[config.mk]
export PLATFORM = sky130hd
export DESIGN_NAME = lgm_control
export DESIGN_NICKNAME = d
export VERILOG_FILES = /design/src/rtl/lgm_pkg.sv /design/src/rtl/lgm_deserializer.sv /design/src/rtl/lgm_control.sv
export SDC_FILE = /design/constraint.sdc
export NUM_CORES = 1
export LEC_CHECK = 0
export BUFFER_PORTS_ARGS = -buffer_cell sky130_fd_sc_hd__clkbuf_2
export CORE_AREA = 2 2 54 56
export CTS_CLUSTER_SIZE = 8
export DETAILED_ROUTE_END_ITERATION = 8
export DIE_AREA = 0 0 56 58
export PLACE_DENSITY = 0.78
export SYNTH_ARGS = -nofsm -noshare
export SYNTH_HDL_FRONTEND = slang
export SYNTH_SLANG_ARGS = --single-unit
[constraint.sdc]
create_clock -name mclk -period 3.3 [get_ports mclk]
set_input_delay 0.99 -clock mclk [delete_from_list [all_inputs] [get_ports mclk]]
set_output_delay 0.99 -clock mclk [all_outputs]
set_load 0.01 [all_outputs]
[src/rtl/lgm_pkg.sv]
// How it works
// - Control word bits 7:6 pick normal, digital loopback, analog loopback or powerdown.
// - Bits 5:3 give receive gain of minus n decibels with trim pin low.
// - Bits 2:0 give transmit gain of plus n decibels, zero to seven.
// - Trim pin high adds half a decibel receive attenuation; transmit unchanged.
`default_nettype none

package lgm_pkg;

    // =====================================================================
    // Control word layout.
    // =====================================================================
    localparam int unsigned WORD_BITS   = 8;
    localparam int unsigned FUNC_HI     = 7;
    localparam int unsigned FUNC_LO     = 6;
    localparam int unsigned RX_GAIN_HI  = 5;
    localparam int unsigned RX_GAIN_LO  = 3;
    localparam int unsigned TX_GAIN_HI  = 2;
    localparam int unsigned TX_GAIN_LO  = 0;
    localparam int unsigned GAIN_BITS   = 3;
    localparam int unsigned HALF_DB_BITS = 4;

    // Value taken by the control word at reset.
    localparam logic [7:0] CONTROL_RESET = 8'h00;

    // Bit counter width for the serial receiver.
    localparam int unsigned COUNT_BITS  = 4;
    localparam logic [3:0]  COUNT_LAST  = 4'h7;
    localparam logic [3:0]  COUNT_ZERO  = 4'h0;
    localparam logic [3:0]  COUNT_ONE   = 4'h1;

    // =====================================================================
    // Special function codes.
    // =====================================================================
    typedef enum logic [1:0] {
        LGM_NORMAL,
        LGM_DIGITAL_LOOP,
        LGM_ANALOG_LOOP,
        LGM_POWERDOWN
    } lgm_function_type;

    // Receive attenuation in half decibel units: two per step plus the trim.
    function automatic logic [3:0] lgm_rx_half_db(input logic [2:0] step, input logic trim);
        lgm_rx_half_db = {step, trim};
    endfunction

endpackage

`default_nettype wire

[src/rtl/lgm_deserializer.sv]
`timescale 1ns/1ps
`default_nettype none

// =========================================================================
// Serial control receiver: collects eight bits, most significant first.
// =========================================================================
module lgm_deserializer #(
    parameter int unsigned WIDTH = lgm_pkg::WORD_BITS
) (
    input  wire logic             mclk,
    input  wire logic             rst_b,
    input  wire logic             control_serial_input,
    input  wire logic             bit_strobe,
    input  wire logic             word_start,
    output logic                  word_valid,
    output logic [WIDTH-1:0]      word
);

    logic [lgm_pkg::COUNT_BITS-1:0] count;
    logic [WIDTH-1:0]               shift;

    // A start strobe always begins a fresh word, so a torn word cannot load.
    wire logic [lgm_pkg::COUNT_BITS-1:0] base_count = word_start ? lgm_pkg::COUNT_ZERO : count;
    wire logic                           last_bit   = bit_strobe && (base_count == lgm_pkg::COUNT_LAST);
    wire logic [WIDTH-1:0]               next_shift = {shift[WIDTH-2:0], control_serial_input};

    // Shift in one bit per strobe and count the bits of the word.
    always_ff @(posedge mclk or negedge rst_b) begin
        if (!rst_b) begin
            count <= lgm_pkg::COUNT_ZERO;
            shift <= '0;
        end else if (bit_strobe) begin
            shift <= next_shift;
            count <= last_bit ? lgm_pkg::COUNT_ZERO : base_count + lgm_pkg::COUNT_ONE;
        end else if (word_start) begin
            count <= lgm_pkg::COUNT_ZERO;
        end
    end

    // Hand the complete word on with a one cycle pulse.
    always_ff @(posedge mclk or negedge rst_b) begin
        if (!rst_b) begin
            word_valid <= 1'b0;
            word       <= '0;
        end else begin
            word_valid <= last_bit;
            if (last_bit) begin
                word <= next_shift;
            end
        end
    end

endmodule

`default_nettype wire

[src/rtl/lgm_control.sv]
`timescale 1ns/1ps
`default_nettype none

// =========================================================================
// Function and gain control register of the line interface.
// =========================================================================
module lgm_control (
    input  wire logic                      mclk,
    input  wire logic                      rst_b,
    input  wire logic                      control_serial_input,
    input  wire logic                      control_bit_strobe,
    input  wire logic                      control_word_start,
    input  wire logic                      receive_trim_select_pin,
    output lgm_pkg::lgm_function_type      special_function,
    output logic                           digital_loopback,
    output logic                           analog_loopback,
    output logic                           powerdown,
    output logic [2:0]                     rx_gain_step,
    output logic [3:0]                     rx_atten_half_db,
    output logic [2:0]                     tx_gain_step,
    output logic                           word_loaded
);

    // =====================================================================
    // Serial word reception.
    // =====================================================================
    logic       rx_word_valid;
    logic [7:0] rx_word;

    lgm_deserializer #(
        .WIDTH (lgm_pkg::WORD_BITS)
    ) u_deser (
        .mclk                 (mclk),
        .rst_b                (rst_b),
        .control_serial_input (control_serial_input),
        .bit_strobe           (control_bit_strobe),
        .word_start           (control_word_start),
        .word_valid           (rx_word_valid),
        .word                 (rx_word)
    );

    // =====================================================================
    // Held control word.
    // =====================================================================
    logic [7:0] function_and_gain_control;

    // The word changes only when a complete new word arrives.
    always_ff @(posedge mclk or negedge rst_b) begin
        if (!rst_b) begin
            function_and_gain_control <= lgm_pkg::CONTROL_RESET;
        end else if (rx_word_valid) begin
            function_and_gain_control <= rx_word;
        end
    end

    // =====================================================================
    // Field decoding.
    // =====================================================================
    wire logic [1:0] func_field = function_and_gain_control[lgm_pkg::FUNC_HI:lgm_pkg::FUNC_LO];
    wire logic [2:0] rx_field   = function_and_gain_control[lgm_pkg::RX_GAIN_HI:lgm_pkg::RX_GAIN_LO];
    wire logic [2:0] tx_field   = function_and_gain_control[lgm_pkg::TX_GAIN_HI:lgm_pkg::TX_GAIN_LO];

    wire lgm_pkg::lgm_function_type next_function = lgm_pkg::lgm_function_type'(func_field);
    wire logic       next_digital = (next_function == lgm_pkg::LGM_DIGITAL_LOOP);
    wire logic       next_analog  = (next_function == lgm_pkg::LGM_ANALOG_LOOP);
    wire logic       next_down    = (next_function == lgm_pkg::LGM_POWERDOWN);
    // Trim pin high adds one half decibel step to the receive side only.
    wire logic [3:0] next_rx_half = lgm_pkg::lgm_rx_half_db(rx_field, receive_trim_select_pin);

    // =====================================================================
    // Registered outputs.
    // =====================================================================
    // All outputs but word_loaded follow the held word one cycle later; rx_atten_half_db also follows the trim pin.
    always_ff @(posedge mclk or negedge rst_b) begin
        if (!rst_b) begin
            special_function <= lgm_pkg::LGM_NORMAL;
            digital_loopback <= 1'b0;
            analog_loopback  <= 1'b0;
            powerdown        <= 1'b0;
            rx_gain_step     <= '0;
            rx_atten_half_db <= '0;
            tx_gain_step     <= '0;
            word_loaded      <= 1'b0;
        end else begin
            special_function <= next_function;
            digital_loopback <= next_digital;
            analog_loopback  <= next_analog;
            powerdown        <= next_down;
            rx_gain_step     <= rx_field;
            rx_atten_half_db <= next_rx_half;
            tx_gain_step     <= tx_field;
            word_loaded      <= rx_word_valid;
        end
    end

    // Cycles after a load before the decoded outputs must stand still.
    localparam logic [lgm_pkg::COUNT_BITS-1:0] QUIET_SETTLE = 4'h2;

    logic [lgm_pkg::COUNT_BITS-1:0] quiet_cycles;
    wire logic                      quiet_top = (quiet_cycles == '1);

    // Counts cycles since the last complete word and saturates at its top value.
    always_ff @(posedge mclk or negedge rst_b) begin
        if (!rst_b) begin
            quiet_cycles <= lgm_pkg::COUNT_ZERO;
        end else if (rx_word_valid) begin
            quiet_cycles <= lgm_pkg::COUNT_ZERO;
        end else if (!quiet_top) begin
            quiet_cycles <= quiet_cycles + lgm_pkg::COUNT_ONE;
        end
    end
endmodule

`default_nettype wire

* Word level (Yosys, flattened, before mapping)
Index checks and enable logic that the tools add are counted.
Word-level totals: bits in registers 44, input bits 6
Operators by class: $add $sub $neg 1, mux-type cells 3, eq/ne operators 4, reductions and logical operators 1
Operator list (count):
- 4-bit 2-to-1 mux | 3
- 4-bit by 1-bit adder with 4-bit output (second input constant) | 1
- 2-bit equality test (second input constant) | 2
- 4-bit by 3-bit equality test with 1-bit output (second input constant) | 1
- 2-bit by 1-bit equality test with 1-bit output (second input constant) | 1
- 1-bit logical AND | 1

* Longest topological paths before layout
depth in word-level cells 5, mapped depth 5, gate-level depth less buffers 5

* By module
From an unflattened synthesis, not the netlist that was laid out.
Second synthesis, totals: cell total of the unflattened synthesis 88, area total of the unflattened synthesis 1522.7 um2
Modules (own cells, without submodules):
- lgm_deserializer | cells each 52, instances 1, area an instance 824.5 um2
- lgm_control | cells each 36, instances 1, area an instance 698.2 um2

* Worst setup path after synthesis
No wires, ideal clock.
path type input to register, start point input control_word_start, end point register u_deser.word[0], stages on the path 5, setup slack 1.146 ns, arrival 2.029 ns, buffers on the path 0, path through nor2b_1 ha_1 nand4b_4 nor2_8 mux2_2
On the way: cells in the longest elaborated chain, start to end 3
RTL lines:
- from (decl) | RTL line lgm_control.sv:12 | input wire logic control_word_start,
- 4-bit 2-to-1 mux
- 4-bit by 3-bit equality test with 1-bit output | RTL line lgm_deserializer.sv:24 | wire logic last_bit = bit_strobe && (base_count == lgm_pkg::COUNT_LAST);
- 1-bit logical AND | RTL line lgm_deserializer.sv:24
- via u_deser.last_bit | RTL line lgm_deserializer.sv:24
- to (signal assigned) | RTL line lgm_deserializer.sv:48 | word <= next_shift;
- to (decl) | RTL line lgm_deserializer.sv:16 | output logic [WIDTH-1:0] word
The timed path passes the listed nets, and every way through them passes these cells. A chain may end at the register's enable or synchronous reset.

* Final worst setup path
start point input control_word_start, end point register u_deser.word[1]
Same word-level chain as after synthesis.

==> metrics <==
Global Route Usage Sum 14.3%; FMAX 468 MHz; CTS Root Cell clkbuf_4; Initial DRC Count 9; Via-to-Cell Ratio 5.24; worst-path fanout max 10; Sink Count 41; Worst-Margin Slew 0.965 ns; CTS resizes 0; routed wire length 1900 µm; Layout Area Growth over Synthesis 13.4%; HPWL Detailed 1270 µm; first-pass GRT wire length 3330 µm; DRC Markers 0; pin count of the biggest net entering global routing 42; CP peak stage delay 0.35 ns; Switching Share 20.8%; Tot Pwr 927 µW; Mapped Nets 95; Seq pwr share 58.8%; share of layout cells above drive strength 1 45.5%; Chip Width 56 µm; post-CTS setup buffers 0; crit-path cells clkbuf_2 > nor2b_1 > ha_1 > nand4b_4 > nor2_8 > mux2_2; Seq/Total Area, Yosys 69.8%; Worst Skew 0.00840 ns; crit share post-route 64.7%; Post-Syn Area per Cell 16.7 µm²; H-Tree Level Count 2; Ant. Diodes 0; final net count 118; WP data required 3.54 ns; via count 750; Int Power 734 µW; Slew headroom 35.6%; Static Leak 0.000917 µW; VDD IR-drop max 0.553 mV; startpoint types primary input; Avg WL per Cell 13.3 µm; synthesis-stage register bit count 41; I/O Pins 22; CP Data Arrival Time 2.37 ns; Max Cap Violations 0; clock slew at reported path FFs 0.11 ns; max-slew violation count 0; crit path capture type flip-flop; initial antenna violation count 0; CP top delay family simple AND/OR/NAND/NOR gates; number of buffers inserted by hold repair at cts 0; status finished, final reports clean; Die H 58 µm; Skew-Pair Late Insertion Delay 0.34 ns; number of global-route vias before repair 747; Comb power frac 5.3%; core region area 0.00266 mm²; Crit path buffers/inverters 1; cell area power density 556 mW/mm²; CTS buffer count 5; I/O Buffers 21; Hold Vio Cnt, Final 0; share of total power in the clock network 35.9%; row cnt 19; critical path's slowest cell mux2_2; GPL Wtd Cong 0.730; RSZ-0062 raised after global routing no; Setup CP Type in2reg; drt pass-1 iters 2; Net Switching 193 µW; global route overflow 0; # setup viols final 0; initial core utilization 55.2%; mapped cell area 0.00147 mm²; Hold WC Path Type reg2reg; Max clock buf depth 2; CTS tree built; Gate Count Post-Synth 88; die area 0.00325 mm²; fin crit period 2.13 ns; Synth cell types 17; post-route ant nets 0; yosys warns 0; Fin Setup TNS 0 ns
-- worst reg2reg max path: stages, from the launching register on --
cell,delay [ns]
dfrtp_1,0.36
nor2b_1,0.24
ha_1,0.28
nand4b_4,0.15
nor2_8,0.21
mux2_2,0.36
-- final timing paths --
| check | endpoint | cells after the start | slack, ns | startpoint |
|---|---|---|---|---|
| setup / recovery | u_deser.word[1] | 6 | 1.17 | control_word_start |
| hold / removal | tx_gain_step[0] | 0 | 0.38 | function_and_gain_control[0] |
| setup reg to reg | u_deser.word[1] | 5 | 1.62 | u_deser.count[0] |
| hold reg to reg | tx_gain_step[0] | 0 | 0.38 | function_and_gain_control[0] |
| max in group asynchronous | function_and_gain_control[0] | 1 | 1.92 | rst_b |
| min in group asynchronous | special_function[1] | 1 | 0.78 | rst_b |
-- cells in the mapped netlist --
cell type / n / area share (%)
buf_2: 2 / 0.68
mux2_2: 21 / 16
mux2_1: 2 / 1.5
a21oi_1: 1 / 0.34
and2_1: 1 / 0.43
nand4b_4: 1 / 1.6
xnor2_1: 2 / 1.2
o2bb2ai_1: 1 / 0.60
inv_1: 1 / 0.26
dfrtp_1: 41 / 70
buf_4: 3 / 1.5
nand2_1: 3 / 0.77
nor2b_1: 5 / 2.1
nor2_8: 1 / 1.4
or3_1: 1 / 0.43
ha_1: 1 / 0.85
nand4_1: 1 / 0.43
-- cells in the final DEF (no fill, tap or decap) --
| cell | count |
|---|---|
| inv_1 | 1 |
| mux2_1 | 2 |
| clkbuf_8 | 1 |
| ha_1 | 1 |
| nor2b_1 | 5 |
| clkbuf_2 | 21 |
| dfrtp_1 | 41 |
| bufinv_16 | 1 |
| and2_1 | 1 |
| xnor2_1 | 2 |
| a21oi_1 | 1 |
| mux2_2 | 21 |
| clkbuf_4 | 5 |
| clkbuf_1 | 1 |
| or3_1 | 1 |
| nand4b_4 | 1 |
| o2bb2ai_1 | 1 |
| nand2_1 | 3 |
| nor2_8 | 1 |
| nand4_1 | 1 |
-- state kept, by name, indices dropped and copies added, names as in the netlist --
name and cells:
function_and_gain_control 8, u_deser.word 8, u_deser.shift 7, u_deser.count 4
tx_gain_step 3, rx_atten_half_db 2, rx_gain_step 2, special_function 2
analog_loopback 1, digital_loopback 1, powerdown 1, u_deser.word_valid 1
word_loaded 1
-- final cells by class --
type | count | area (µm²)
fillers | 196 | 996
flip-flops and latches | 41 | 1030
repair buffers | 21 | 105
well taps | 31 | 38.8
inverters | 1 | 3.75
clock buffers | 7 | 55.1
clock inverters | 1 | 30.0
multi-input cells | 41 | 408
-- power by group through the flow --
stage	combinational [µW]	sequential, µW	clock (µW)
final	48.9	545	333
after floorplan	30.7	549	0
after detailed placement	50.3	555	0
after CTS	50.3	545	346
after global routing	55.3	549	367
after global placement	47.0	553	0
-- per-stage QoR --
step / hold slack [ns] / setup WS (ns) / instance area (µm²) / cells / util [%]
CTS: 0.385 / 1.18 / 1670 / 143 / 62.6
floorplan: 0.349 / 1.15 / 1470 / 88 / -
global placement: 0.357 / 0.886 / 1580 / 135 / 59.4
detailed placement: 0.360 / 0.796 / 1580 / 135 / 59.4
finish: 0.379 / 1.17 / 1670 / 143 / 62.6
global route: 0.397 / 1.09 / 1670 / 143 / 62.6
-- per-layer routing --
metal / global-route usage [%] / routed length [µm] / up-vias
met2: 21.7 / 882 / 22
met4: 10.2 / 55 / 0
li1: - / - / 344
met5: 0 / 0 / -
met3: 5.13 / 117 / 4
met1: 17.1 / 845 / 380
-- logic make-up after synthesis --
| family | after synthesis | share of synthesized area [%] |
|---|---|---|
| AND/OR/NAND/NOR | 13 | 7.15 |
| buffers and inverters | 6 | 2.47 |
| XOR/XNOR | 2 | 1.19 |
| multiplexers | 23 | 17.6 |
| AO/OA/AOI/OAI | 2 | 0.936 |
| adder cells (fa/ha/maj) | 1 | 0.851 |
| flip-flops | 41 | 69.8 |
No activity file was read; power rests on OpenSTA's default activity.
